[config.mk]
export PLATFORM = sky130hd
export DESIGN_NAME = ecj_top
export DESIGN_NICKNAME = d
export VERILOG_FILES = /design/src/ecj_pkg.sv /design/src/ecj_err_chan.sv /design/src/ecj_jit_peak.sv /design/src/ecj_top.sv
export SDC_FILE = /design/constraint.sdc
export NUM_CORES = 2
export LEC_CHECK = 0
export ABC_AREA = 1
export BUFFER_PORTS_ARGS = -buffer_cell sky130_fd_sc_hd__buf_4
export CAP_MARGIN = 20
export CELL_PAD_IN_SITES_DETAIL_PLACEMENT = 1
export CELL_PAD_IN_SITES_GLOBAL_PLACEMENT = 2
export CORE_MARGIN = 2
export CORE_UTILIZATION = 34
export CTS_CLUSTER_SIZE = 40
export DETAILED_ROUTE_END_ITERATION = 8
export PLACE_DENSITY_LB_ADDON = 0.15
export REMOVE_ABC_BUFFERS = 1
export SLEW_MARGIN = 40
export SYNTH_ARGS = -nofsm -noshare
export SYNTH_HDL_FRONTEND = slang
export SYNTH_SLANG_ARGS = --single-unit
[constraint.sdc]
create_clock -name clock -period 22 [get_ports clock]
set_clock_uncertainty 0.15 [all_clocks]
set_input_delay 2.2 -clock clock [delete_from_list [all_inputs] [get_ports clock]]
set_output_delay 2.2 -clock clock [all_outputs]
set_load 0.02 [all_outputs]
[src/ecj_pkg.sv]
// Constants and carrier types for the error count and jitter readout block.
// Assumes a 100 MHz system clock and a 32-bit classic Wishbone slave port.
package ecj_pkg;

  //////////////////////////////////////////////////////////////////////////////
  // Geometry
  localparam int unsigned NUM_CH = 16;
  localparam int unsigned IDX_W = 12;
  localparam int unsigned PEAK_W = 12;

  //////////////////////////////////////////////////////////////////////////////
  // Register indices; byte address is four times the index
  localparam logic [11:0] IDX_ERR_LOW_CH1 = 12'h023;
  localparam logic [11:0] IDX_ERR_HIGH_CH1 = 12'h024;
  localparam logic [11:0] IDX_CH_STRIDE = 12'h040;
  localparam logic [11:0] IDX_CH_LIMIT = 12'h3C0;
  localparam logic [11:0] IDX_ERR_LOW_CH0 = 12'h7E3;
  localparam logic [11:0] IDX_ERR_HIGH_CH0 = 12'h7E4;
  localparam logic [11:0] IDX_JIT_CFG = 12'h7E5;
  localparam logic [11:0] IDX_JIT_POS_LOW = 12'h7E6;
  localparam logic [11:0] IDX_JIT_POS_HIGH = 12'h7E7;
  localparam logic [11:0] IDX_JIT_NEG_LOW = 12'h7E8;
  localparam logic [11:0] IDX_JIT_NEG_HIGH = 12'h7E9;
  localparam logic [11:0] IDX_OVF_STATUS = 12'h7F0;
  localparam logic [11:0] IDX_OVF_MASK = 12'h7F1;
  localparam logic [11:0] IDX_ERR_CTRL = 12'h7F2;

  //////////////////////////////////////////////////////////////////////////////
  // Field positions
  localparam int unsigned JIT_BW_BIT = 0;
  localparam int unsigned JIT_MODE_BIT = 1;
  localparam int unsigned JIT_STOP_BIT = 2;
  localparam int unsigned ERR_TRIG_BIT = 0;
  localparam int unsigned ERR_MODE_BIT = 1;

  //////////////////////////////////////////////////////////////////////////////
  // Reset values
  localparam logic [2:0] JIT_CFG_RESET = 3'h0;
  localparam logic [1:0] ERR_CTRL_RESET = 2'h0;
  localparam logic [15:0] ERR_SNAP_RESET = 16'h0000;
  localparam logic [11:0] PEAK_RESET = 12'h000;
  localparam logic [15:0] MASK_RESET = 16'h0000;

  //////////////////////////////////////////////////////////////////////////////
  // Timing: automatic round of one second
  localparam int unsigned ROUND_PERIOD_MS = 1000;
  localparam int unsigned CLOCK_KHZ = 100000;
  localparam int unsigned ROUND_CYCLES = ROUND_PERIOD_MS * CLOCK_KHZ;

  //////////////////////////////////////////////////////////////////////////////
  // Carriers
  typedef struct packed {
    logic valid;
    logic [11:0] pos;
    logic [11:0] neg;
  } ecj_jit_smp_t;

  typedef struct packed {
    logic e1_mode;
    logic wide_low_corner;
  } ecj_band_t;

endpackage

[src/ecj_err_chan.sv]
// One channel of error accumulation with snapshot at each round end.
// Assumes error pulses come from logic on the same clock.
`timescale 1ns/100ps
`default_nettype none
module ecj_err_chan (
  input wire logic clock,
  input wire logic rst,
  input wire logic err_pulse,
  input wire logic round_end,
  output logic [15:0] snap,
  output logic ovf_pulse
);

  logic [15:0] acc_q;
  logic [15:0] snap_q;
  logic ovf_q;

  //////////////////////////////////////////////////////////////////////////////
  // Accumulator, restarted at each round end
  always_ff @(posedge clock or posedge rst) begin
    if (rst) begin
      acc_q <= 16'h0000;
    end else if (round_end) begin
      acc_q <= {15'h0000, err_pulse};
    end else if (err_pulse) begin
      acc_q <= acc_q + 16'h0001;
    end
  end

  // Snapshot overwritten each round
  always_ff @(posedge clock or posedge rst) begin
    if (rst) begin
      snap_q <= ecj_pkg::ERR_SNAP_RESET;
    end else if (round_end) begin
      snap_q <= acc_q;
    end
  end

  // Wrap of the 16-bit count
  always_ff @(posedge clock or posedge rst) begin
    if (rst) begin
      ovf_q <= 1'b0;
    end else begin
      ovf_q <= err_pulse && !round_end && (acc_q == 16'hFFFF);
    end
  end

  assign snap = snap_q;
  assign ovf_pulse = ovf_q;

endmodule
`default_nettype wire

[src/ecj_jit_peak.sv]
// Running positive and negative jitter peaks, loaded at each round end.
// Assumes demodulated samples arrive on the same clock.
`timescale 1ns/100ps
`default_nettype none
module ecj_jit_peak (
  input wire logic clock,
  input wire logic rst,
  input wire ecj_pkg::ecj_jit_smp_t smp,
  input wire logic round_end,
  output logic [11:0] pos_peak,
  output logic [11:0] neg_peak
);

  logic [11:0] pos_run_q;
  logic [11:0] neg_run_q;
  logic [11:0] pos_q;
  logic [11:0] neg_q;

  //////////////////////////////////////////////////////////////////////////////
  // Running maxima for the current round
  always_ff @(posedge clock or posedge rst) begin
    if (rst) begin
      pos_run_q <= ecj_pkg::PEAK_RESET;
      neg_run_q <= ecj_pkg::PEAK_RESET;
    end else if (round_end) begin
      pos_run_q <= smp.valid ? smp.pos : ecj_pkg::PEAK_RESET;
      neg_run_q <= smp.valid ? smp.neg : ecj_pkg::PEAK_RESET;
    end else if (smp.valid) begin
      if (smp.pos > pos_run_q) begin
        pos_run_q <= smp.pos;
      end
      if (smp.neg > neg_run_q) begin
        neg_run_q <= smp.neg;
      end
    end
  end

  // Results overwritten each round
  always_ff @(posedge clock or posedge rst) begin
    if (rst) begin
      pos_q <= ecj_pkg::PEAK_RESET;
      neg_q <= ecj_pkg::PEAK_RESET;
    end else if (round_end) begin
      pos_q <= pos_run_q;
      neg_q <= neg_run_q;
    end
  end

  assign pos_peak = pos_q;
  assign neg_peak = neg_q;

endmodule
`default_nettype wire

[src/ecj_top.sv]
// Error count snapshots and channel-0 jitter peak readout on Wishbone.
// Assumes a single 100 MHz clock; all event inputs are on that clock.
//
// Functional notes
// 16-bit error count read as low byte and high byte registers.
// Count pair repeats per channel; channel 1 at 023H, channel 0 at 7E3H.
// Error count snapshots reset to zero and are read-only.
// Count mode bit 1 picks automatic or manual snapshot refresh.
// Every counting round overwrites the previous snapshot.
// Jitter stop bit 2 acts only while period mode is manual.
// Stop bit rising edge loads positive and negative peak results.
// Software clears the stop bit before the next round.
// Period mode bit 1: 0 manual stop, 1 automatic one second.
// Bandwidth bit 0: 10 Hz-40 KHz T1/J1, 20 Hz-100 KHz E1.
// Bandwidth bit 1: 8 KHz-40 KHz T1/J1, 18 KHz-100 KHz E1.
// Positive peak is 12 bits, high then low byte, UIpp times 16; here the low byte is at 7E6H and the high at 7E7H.
// Jitter is channel 0 only; config at 7E5H, results from 7E6H.
// Each jitter round overwrites peak results, which reset to zero.
// Count wrap sets sticky per-channel status, cleared by writing one.
// Line standard T1/J1 or E1 comes in as an input.
`timescale 1ns/100ps
`default_nettype none
module ecj_top #(
  parameter int unsigned ROUND_CYCLES = ecj_pkg::ROUND_CYCLES
) (
  input wire logic clock,
  input wire logic rst,
  input wire logic wb_cyc_i,
  input wire logic wb_stb_i,
  input wire logic wb_we_i,
  input wire logic [13:0] wb_adr_i,
  input wire logic [3:0] wb_sel_i,
  input wire logic [31:0] wb_dat_i,
  output logic [31:0] wb_dat_o,
  output logic wb_ack_o,
  input wire logic [15:0] err_pulse,
  input wire ecj_pkg::ecj_jit_smp_t jit_smp,
  input wire logic e1_mode,
  output ecj_pkg::ecj_band_t jit_band,
  output logic irq
);

  //////////////////////////////////////////////////////////////////////////////
  // Declarations
  logic ack_q;
  logic [31:0] rd_q;
  logic [31:0] rd_d;
  logic [2:0] jit_cfg_q;
  logic [1:0] err_ctrl_q;
  logic err_trig_q;
  logic stop_prev_q;
  logic [31:0] tmr_q;
  logic tick_q;
  logic [15:0] ovf_sts_q;
  logic [15:0] ovf_mask_q;
  logic [15:0] ovf_pulse;
  logic irq_q;
  ecj_pkg::ecj_band_t band_q;
  logic [15:0] snap [16];
  logic [11:0] pos_peak;
  logic [11:0] neg_peak;
  logic [11:0] idx;
  logic req;
  logic wr;
  logic err_end;
  logic jit_end;
  logic jit_manual;
  logic stop_rise;

  assign idx = wb_adr_i[13:2];
  assign req = wb_cyc_i && wb_stb_i && !ack_q;
  assign wr = req && wb_we_i && wb_sel_i[0];
  assign jit_manual = !jit_cfg_q[ecj_pkg::JIT_MODE_BIT];
  assign stop_rise = jit_cfg_q[ecj_pkg::JIT_STOP_BIT] && !stop_prev_q;

  //////////////////////////////////////////////////////////////////////////////
  // Round end selection
  always_comb begin
    if (err_ctrl_q[ecj_pkg::ERR_MODE_BIT]) begin
      err_end = err_trig_q;
    end else begin
      err_end = tick_q;
    end
  end

  always_comb begin
    if (jit_manual) begin
      jit_end = stop_rise;
    end else begin
      jit_end = tick_q;
    end
  end

  //////////////////////////////////////////////////////////////////////////////
  // One second round timer
  always_ff @(posedge clock or posedge rst) begin
    if (rst) begin
      tmr_q <= 32'h00000000;
      tick_q <= 1'b0;
    end else if (tmr_q == 32'(ROUND_CYCLES - 1)) begin
      tmr_q <= 32'h00000000;
      tick_q <= 1'b1;
    end else begin
      tmr_q <= tmr_q + 32'h00000001;
      tick_q <= 1'b0;
    end
  end

  //////////////////////////////////////////////////////////////////////////////
  // Channels and overflow status
  genvar g;
  generate
    for (g = 0; g < 16; g++) begin : g_ch
      ecj_err_chan u_chan (
        .clock(clock),
        .rst(rst),
        .err_pulse(err_pulse[g]),
        .round_end(err_end),
        .snap(snap[g]),
        .ovf_pulse(ovf_pulse[g])
      );

      always_ff @(posedge clock or posedge rst) begin
        if (rst) begin
          ovf_sts_q[g] <= 1'b0;
        end else if (ovf_pulse[g]) begin
          ovf_sts_q[g] <= 1'b1;
        end else if (req && wb_we_i && idx == ecj_pkg::IDX_OVF_STATUS &&
                     wb_sel_i[g / 8] && wb_dat_i[g]) begin
          ovf_sts_q[g] <= 1'b0;
        end
      end
    end
  endgenerate

  ecj_jit_peak u_jit (
    .clock(clock),
    .rst(rst),
    .smp(jit_smp),
    .round_end(jit_end),
    .pos_peak(pos_peak),
    .neg_peak(neg_peak)
  );

  //////////////////////////////////////////////////////////////////////////////
  // Writable registers
  always_ff @(posedge clock or posedge rst) begin
    if (rst) begin
      jit_cfg_q <= ecj_pkg::JIT_CFG_RESET;
    end else if (wr && idx == ecj_pkg::IDX_JIT_CFG) begin
      jit_cfg_q <= wb_dat_i[2:0];
    end
  end

  always_ff @(posedge clock or posedge rst) begin
    if (rst) begin
      stop_prev_q <= 1'b0;
    end else begin
      stop_prev_q <= jit_cfg_q[ecj_pkg::JIT_STOP_BIT];
    end
  end

  always_ff @(posedge clock or posedge rst) begin
    if (rst) begin
      err_ctrl_q <= ecj_pkg::ERR_CTRL_RESET;
      err_trig_q <= 1'b0;
    end else begin
      err_trig_q <= wr && idx == ecj_pkg::IDX_ERR_CTRL &&
                    wb_dat_i[ecj_pkg::ERR_TRIG_BIT];
      if (wr && idx == ecj_pkg::IDX_ERR_CTRL) begin
        err_ctrl_q <= {wb_dat_i[ecj_pkg::ERR_MODE_BIT], 1'b0};
      end
    end
  end

  always_ff @(posedge clock or posedge rst) begin
    if (rst) begin
      ovf_mask_q <= ecj_pkg::MASK_RESET;
    end else if (req && wb_we_i && idx == ecj_pkg::IDX_OVF_MASK) begin
      if (wb_sel_i[0]) begin
        ovf_mask_q[7:0] <= wb_dat_i[7:0];
      end
      if (wb_sel_i[1]) begin
        ovf_mask_q[15:8] <= wb_dat_i[15:8];
      end
    end
  end

  //////////////////////////////////////////////////////////////////////////////
  // Band select and interrupt outputs
  always_ff @(posedge clock or posedge rst) begin
    if (rst) begin
      band_q <= '0;
    end else begin
      band_q.e1_mode <= e1_mode;
      band_q.wide_low_corner <= jit_cfg_q[ecj_pkg::JIT_BW_BIT];
    end
  end

  always_ff @(posedge clock or posedge rst) begin
    if (rst) begin
      irq_q <= 1'b0;
    end else begin
      irq_q <= |(ovf_sts_q & ovf_mask_q);
    end
  end

  //////////////////////////////////////////////////////////////////////////////
  // Read decode
  always_comb begin
    rd_d = 32'h00000000;
    if (idx < ecj_pkg::IDX_CH_LIMIT &&
        idx[5:0] == ecj_pkg::IDX_ERR_LOW_CH1[5:0]) begin
      rd_d[7:0] = snap[4'(idx[9:6] + 4'h1)][7:0];
    end else if (idx < ecj_pkg::IDX_CH_LIMIT &&
                 idx[5:0] == ecj_pkg::IDX_ERR_HIGH_CH1[5:0]) begin
      rd_d[7:0] = snap[4'(idx[9:6] + 4'h1)][15:8];
    end else begin
      case (idx)
        ecj_pkg::IDX_ERR_LOW_CH0: rd_d[7:0] = snap[0][7:0];
        ecj_pkg::IDX_ERR_HIGH_CH0: rd_d[7:0] = snap[0][15:8];
        ecj_pkg::IDX_JIT_CFG: rd_d[2:0] = jit_cfg_q;
        ecj_pkg::IDX_JIT_POS_LOW: rd_d[7:0] = pos_peak[7:0];
        ecj_pkg::IDX_JIT_POS_HIGH: rd_d[3:0] = pos_peak[11:8];
        ecj_pkg::IDX_JIT_NEG_LOW: rd_d[7:0] = neg_peak[7:0];
        ecj_pkg::IDX_JIT_NEG_HIGH: rd_d[3:0] = neg_peak[11:8];
        ecj_pkg::IDX_OVF_STATUS: rd_d[15:0] = ovf_sts_q;
        ecj_pkg::IDX_OVF_MASK: rd_d[15:0] = ovf_mask_q;
        ecj_pkg::IDX_ERR_CTRL: rd_d[1:0] = err_ctrl_q;
        default: rd_d = 32'h00000000;
      endcase
    end
  end

  //////////////////////////////////////////////////////////////////////////////
  // Wishbone answer, one cycle after the request
  always_ff @(posedge clock or posedge rst) begin
    if (rst) begin
      ack_q <= 1'b0;
      rd_q <= 32'h00000000;
    end else begin
      ack_q <= req;
      rd_q <= (req && !wb_we_i) ? rd_d : 32'h00000000;
    end
  end

  assign wb_ack_o = ack_q;
  assign wb_dat_o = rd_q;
  assign irq = irq_q;
  assign jit_band = band_q;
endmodule
`default_nettype wire

* Word-level counts from Yosys, hierarchy flattened
Index checks and enable logic that the tools add are counted.
** Cells by class
- Add/subtract/negate cells :: 18
- Reductions and logical operators :: 107
- Multipliers :: 0
- Bitwise logic cells :: 2
- Shifts and indexed selects :: 0
- Div/mod/pow operators :: 0
- Order comparisons :: 4
- Mux-type cells :: 89
- Eq/ne operators :: 29
** Operator list (count)
- $mux W16 :: 34
- $add A16 B1 Y16 const B :: 16
- $eq A16 B16 Y1 const B :: 16
- $eq A12 B11 Y1 const B :: 10
- $mux W12 :: 8
- $reduce_bool A2 Y1 :: 35
- $bmux W16 S4 :: 1
- $mux W32 :: 2
- $logic_and A1 B1 Y1 :: 63
- $mux W1 :: 35
- $add A32 B1 Y32 const B :: 1
- $eq A32 B27 Y1 const B :: 1
- $gt A12 B12 Y1 :: 2
- $mux W24 :: 1
- $mux W8 :: 3
- $pmux W4 S6 :: 1
- $pmux W2 S10 :: 1
- $and A16 B16 Y16 :: 1
- $pmux W8 S2 :: 1
- $reduce_or A16 Y1 :: 1
- $eq A6 B6 Y1 const B :: 2
- $lt A12 B10 Y1 const B :: 1
- $pmux W1 S9 :: 1
- $pmux W1 S8 :: 1
- 5 further kinds :: 11
** Word-level totals
- Output and inout bits :: 36
- Bits in latches :: 0
- Register bits after elaboration :: 683
- Memory bits (read-only) :: 0
- Memories kept :: 0
- Bits in writable memories :: 0

* Longest topological paths before layout
- Word-level depth :: 8
- Gate-level depth with buffers :: 14
- Gate-level depth less buffers :: 13

* Modules after synthesis
From an unflattened synthesis, not the netlist that was laid out.
** Second synthesis, totals
- Cell total of the unflattened synthesis :: 4404
- Area total of the unflattened synthesis :: 34237.8 um^2
** Modules (own cells, without submodules)
- ecj_err_chan :: sequential area each 825.8 um^2, cells an instance 178, area an instance 1502.7 um^2, times used 16
- ecj_top :: sequential area each 2277.2 um^2, cells an instance 1251, area an instance 7572.3 um^2, times used 1
- ecj_jit_peak :: sequential area each 1201.2 um^2, cells an instance 305, area an instance 2622.5 um^2, times used 1

* Worst setup path after synthesis
Ideal clock, no wire load.
- Kind :: input -> register
- From :: input wb_adr_i[8]
- To :: register rd_q[3] (netlist: wb_dat_o[3])
- Required time :: 21.734 ns
- Arrival :: 3.509 ns
- Stages :: 12
- Slack :: 18.224 ns
- Setup time :: 0.116 ns
- Buffers on the path :: 3
- Path through :: ha_1 buf_2 inv_2 buf_2 buf_2 nand3_1 nand3_1 nand3_1 nand3_1 nand2_1 nor2_1 nor2_2
** On the way
- Cells in the longest elaborated chain, start to end :: 8
** Ends and longest elaborated chain
- start, declared :: RTL line ecj_top.sv:31 : input wire logic [13:0] wb_adr_i,
- $add A4 B1 Y4 :: RTL line ecj_top.sv:214, ecj_top.sv:217
- $not A4 Y5 (not written as such) :: RTL line ecj_top.sv:214, ecj_top.sv:217
- $bmux W16 S4 :: RTL line ecj_top.sv:214, ecj_top.sv:217
- $mux W16 (not written as such) (2 in a row) :: RTL line ecj_top.sv:217 : rd_d[7:0] = snap[4'(idx[9:6] + 4'h1)][15:8];
- $mux W8 :: RTL line ecj_top.sv:215 : end else if (idx < ecj_pkg::IDX_CH_LIMIT &&
- $mux W8 (*) :: RTL line ecj_top.sv:212 : if (idx < ecj_pkg::IDX_CH_LIMIT &&
- $mux W32 (*) :: RTL line ecj_top.sv:243 : rd_q <= (req && !wb_we_i) ? rd_d : 32'h00000000;
- end signal, assigned :: RTL line ecj_top.sv:243
- end, declared :: RTL line ecj_top.sv:46 : logic [31:0] rd_q;
Mark *: on every way between the ends. The rest lies on a longest branch, timed or not. The select of a mux whose other input is x is not followed.
A chain may end at the register's enable or synchronous reset.

* Worst setup path in the final report
Ends and elaborated chain as after synthesis.

==> metrics.txt <==
# TYPE chip_impl_metric gauge
chip_impl_metric{name="wl",unit="um"} 104500
chip_impl_metric{name="grt-ovfl-total",unit=""} 0
chip_impl_metric{name="synthToLayoutAreaGrowth",unit="%"} 14.25
chip_impl_metric{name="io_pins",unit=""} 133
chip_impl_info{name="type_of_the_setup_path_with_the_least_slack",value="in -> reg"} 1
chip_impl_metric{name="post_synth_fa_ha_maj_area_fraction",unit=""} 0.01589
chip_impl_info{name="most-common-layout-cells",value="1151 x nand2_1, 667 x dfrtp_1, 445 x inv_1"} 1
chip_impl_metric{name="timing.critical_path.required",unit="ns"} 22.39
chip_impl_metric{name="grt_util_all_layers",unit=""} 0.2134
chip_impl_info{name="run_status",value="completed"} 1
chip_impl_metric{name="detailedPlacementHpwl",unit="um"} 74010
chip_impl_metric{name="finalCritPeriodShare",unit=""} 0.2443
chip_impl_metric{name="synth_enable_flop_cells",unit=""} 0
chip_impl_metric{name="clk-insertion-delay-late",unit="ns"} 0.64
chip_impl_metric{name="muxShareOfSynthArea",unit=""} 0
chip_impl_metric{name="grt_pass1_wl",unit="um"} 167800
chip_impl_metric{name="max_cap_viol_count",unit=""} 0
chip_impl_metric{name="highest_clock_rate",unit="GHz"} 0.1861
chip_impl_metric{name="die_y",unit="um"} 315.9
chip_impl_info{name="path_cells",value="buf_4 > ha_2 > buf_4 > inv_2 > buf_4 > nand3_1 > nand3_1 > nand3_1 > nand3_1 > nand2_1 > nor2_1 > nor2_2"} 1
chip_impl_metric{name="power.switching_fraction",unit=""} 0.2953
chip_impl_metric{name="number_of_cells_upsized_or_downsized_after_cts",unit=""} 0
chip_impl_metric{name="drt.antenna.violating_nets",unit=""} 0
chip_impl_info{name="largest_family_of_logic_cells_by_synthesized_area",value="simple AND/OR/NAND/NOR gates"} 1
chip_impl_metric{name="cts.sinks",unit=""} 667
chip_impl_metric{name="final_layout_size_suffix_gt1_frac",unit=""} 0.07250
chip_impl_info{name="worst_path_most_repeated_cell",value="nand3_1"} 1
chip_impl_metric{name="yosys_warnings",unit=""} 0
chip_impl_metric{name="p_int",unit="mW"} 2.367
chip_impl_metric{name="setup-violations-final",unit=""} 0
chip_impl_metric{name="period_needed",unit="ns"} 5.374
chip_impl_metric{name="drt_iter0_drc",unit=""} 1621
chip_impl_metric{name="detail_route.vias_per_cell",unit=""} 4.944
chip_impl_metric{name="critical-path-max-stage-delay",unit="ns"} 0.64
chip_impl_metric{name="mappedNetlistArea",unit="sq um"} 33070
chip_impl_info{name="cpMaxStageDelayCell",value="inv_2"} 1
chip_impl_metric{name="final_nets",unit=""} 4407
chip_impl_metric{name="vias_in_the_first_global_route",unit=""} 28550
chip_impl_info{name="unrepaired_setup_endpoints_after_global_routing",value="false"} 1
chip_impl_metric{name="clkTransAtPathRegs",unit="ns"} 0.06
chip_impl_info{name="synth-main-ff-cell",value="dfrtp_1"} 1
chip_impl_metric{name="flop_and_latch_count_out_of_synthesis",unit=""} 667
chip_impl_metric{name="power.clock.fraction",unit=""} 0.426
chip_impl_metric{name="timing.setup.tns",unit="ns"} 0
chip_impl_metric{name="post_synthesis_cell_count",unit=""} 4223
chip_impl_metric{name="die_width",unit="um"} 315.9
chip_impl_metric{name="synth_compound_area_frac",unit=""} 0.09208
chip_impl_metric{name="dr.pass1.iters",unit=""} 5
chip_impl_metric{name="dr_total_vias",unit=""} 27720
chip_impl_info{name="layout.cells.most_common",value="nand2_1"} 1
chip_impl_metric{name="grt_start_max_net_pins",unit=""} 119
chip_impl_info{name="synth.largest_area_cell",value="dfrtp_1"} 1
chip_impl_metric{name="cts-hold-fix-buffers",unit=""} 0
chip_impl_info{name="clock_tree_from_tritoncts",value="yes"} 1
chip_impl_metric{name="grt_antenna_before_repair",unit=""} 0
chip_impl_metric{name="worst-endpoint-arrival",unit="ns"} 5.76
chip_impl_metric{name="htreeDepth",unit=""} 3
chip_impl_metric{name="synthArstFlopShare",unit=""} 1.000
chip_impl_metric{name="yosysUniqueCellTypes",unit=""} 53
chip_impl_metric{name="numPortBuffers",unit=""} 96
chip_impl_metric{name="cp_max_fo",unit=""} 55
chip_impl_metric{name="power-per-cell-area",unit="nW/um^2"} 88.90
chip_impl_metric{name="core_area",unit="sq um"} 96570
chip_impl_metric{name="worst_slew_pin_slew",unit="ns"} 0.7886
chip_impl_metric{name="cts_buffer_depth",unit=""} 3
chip_impl_metric{name="dpl_cell_area",unit="sq um"} 34930
chip_impl_metric{name="core.rowCount",unit=""} 114
chip_impl_metric{name="dp_cells",unit=""} 5459
chip_impl_metric{name="layout.cells.non_filler",unit=""} 5607
chip_impl_metric{name="comb_power_share",unit=""} 0.138
chip_impl_metric{name="initial_core_util",unit=""} 0.3425
chip_impl_metric{name="synthXorXnorAreaFrac",unit=""} 0.01899
chip_impl_metric{name="syn_avg_cell_area",unit="sq um"} 7.832
chip_impl_metric{name="synth_simple_gate_area_frac",unit=""} 0.2909
chip_impl_metric{name="die_area",unit="sq um"} 99780
chip_impl_metric{name="place.gp.congestion",unit=""} 0.7985
chip_impl_metric{name="timing.slew.headroom",unit=""} 0.4694
chip_impl_metric{name="finalMaxSlewViolations",unit=""} 0
chip_impl_metric{name="post-layout-total-power",unit="mW"} 3.359
chip_impl_metric{name="power.share.sequential",unit=""} 0.436
chip_impl_metric{name="p_sw",unit="mW"} 0.9921
chip_impl_metric{name="synth.yosys.seq_area_share",unit=""} 0.5047
chip_impl_metric{name="cts_inserted_buffers",unit=""} 83
chip_impl_metric{name="cts.repair_timing.setup_buffer_count",unit=""} 0
chip_impl_metric{name="synth_top_area_share",unit=""} 0.5047
chip_impl_metric{name="diodes",unit=""} 0
chip_impl_info{name="synthTopCellsByArea",value="dfrtp_1 50%, nand2_1 13%, nand3_1 5.7%"} 1
chip_impl_metric{name="avgRoutedWirePerCell",unit="um"} 18.64
chip_impl_metric{name="final_util",unit=""} 0.3913
chip_impl_metric{name="leakagePower",unit="nW"} 17.86
chip_impl_metric{name="final_cell_area",unit="sq um"} 37790
chip_impl_info{name="hold_crit_class",value="reg -> reg"} 1
chip_impl_metric{name="remaining_drc_errors",unit=""} 0
chip_impl_metric{name="finalHoldViolations",unit=""} 0
chip_impl_info{name="start_kind",value="input pin"} 1
chip_impl_info{name="clk_root_buffer_cell",value="clkbuf_16"} 1
chip_impl_metric{name="worst_ir_drop_vdd",unit="uV"} 55.77
chip_impl_info{name="worst_setup_path_end_kind",value="flop"} 1
[stage by stage]
| stage | hold slack (ns) | worst slack (ns) |
|---|---|---|
| after floorplan | 0.2241 | 0.9555 |
| after global placement | 0.2690 | 15.85 |
| after detailed placement | 0.2692 | 15.96 |
| after CTS | 0.2851 | 16.65 |
| after global routing | 0.3062 | 16.46 |
| final | 0.2829 | 16.63 |
[registers in the layout, indices dropped and copies added, names as in the netlist, 3 cells and up]
register and count:
g_ch.u_chan.acc_q 256, g_ch.u_chan.snap 256, tmr_q 32, g_ch.u_chan.ovf_pulse 16, ovf_mask_q 16, ovf_sts_q 16
wb_dat_o 16, u_jit.neg_peak 12, u_jit.neg_run_q 12, u_jit.pos_peak 12, u_jit.pos_run_q 12, jit_cfg_q 3
[power groups by stage]
stage	clock (mW)	combinational, mW	sequential [mW]
2_1_floorplan	0	0.327	1.45
3_3_place_gp	0	0.459	1.48
3_5_place_dp	0	0.473	1.48
4_1_cts	1.48	0.476	1.46
5_1_grt	1.52	0.545	1.48
6_report	1.43	0.465	1.46
[critical path: cells and delay by family]
family                     cells  cell delay (ns)
buffers and inverters          4             1.95
and+or+nand+nor                7             1.10
adders and majority gates      1             0.37
[layout make-up]
type	instances	area, sq um
multi-input cells	2931	13930
clock buffers	125	2487
flip-flops and latches	667	16690
fillers	11610	58780
clock inverters	23	355.3
inverters	462	1757
repair buffers	123	964.7
well taps	1276	1597
[path summary, 6_finish.rpt]
check,start,endpoint,slack [ns],cells after the start
worst max-delay path,wb_adr_i[8],wb_dat_o[3]$_DFF_PP0_,16.63,12
worst min-delay path,g_ch[6].u_chan.ovf_pulse$_DFF_PP0_,ovf_sts_q[6]$_DFFE_PP0P_,0.28,2
worst max register to register,err_ctrl_q[1]$_DFFE_PP0P_,g_ch[5].u_chan.ovf_pulse$_DFF_PP0_,18.52,8
worst min register to register,g_ch[6].u_chan.ovf_pulse$_DFF_PP0_,ovf_sts_q[6]$_DFFE_PP0P_,0.28,2
max in group asynchronous,rst,g_ch[15].u_chan.snap[8]$_DFFE_PP0P_,17.69,5
min in group asynchronous,rst,g_ch[1].u_chan.snap[1]$_DFFE_PP0P_,1.48,2
[cells in the mapped netlist (15+ instances only)]
| master | n |
|---|---|
| a21oi_1 | 164 |
| clkbuf_1 | 77 |
| ha_1 | 42 |
| buf_2 | 62 |
| buf_1 | 19 |
| a31oi_1 | 27 |
| nand3_1 | 378 |
| buf_4 | 19 |
| nor4_1 | 23 |
| nand4_1 | 65 |
| nand2_1 | 1151 |
| o21ai_1 | 48 |
| nor3b_1 | 19 |
| inv_1 | 446 |
| nor2_1 | 371 |
| xor2_1 | 58 |
| inv_2 | 15 |
| dfrtp_1 | 667 |
| nor3_1 | 163 |
| o21ai_0 | 297 |
[logic make-up after synthesis]
logic type                 Yosys count
and+or+nand+nor                   2226
DFF                                667
buffers and inverters              640
AOI/OAI and AO/OA                  577
xor gates and xnor gates            70
adders and majority gates           42
other                                1
[routing by layer]
layer | vias up | track usage | wire length, um
met5 | - | 0 | 0
met4 | 0 | 0.04589 | 2101
met3 | 119 | 0.02499 | 2424
met2 | 274 | 0.3347 | 47110
met1 | 13590 | 0.3159 | 52890
li1 | 13740 | - | -
Note: power is estimated with default switching activity, not from simulation.
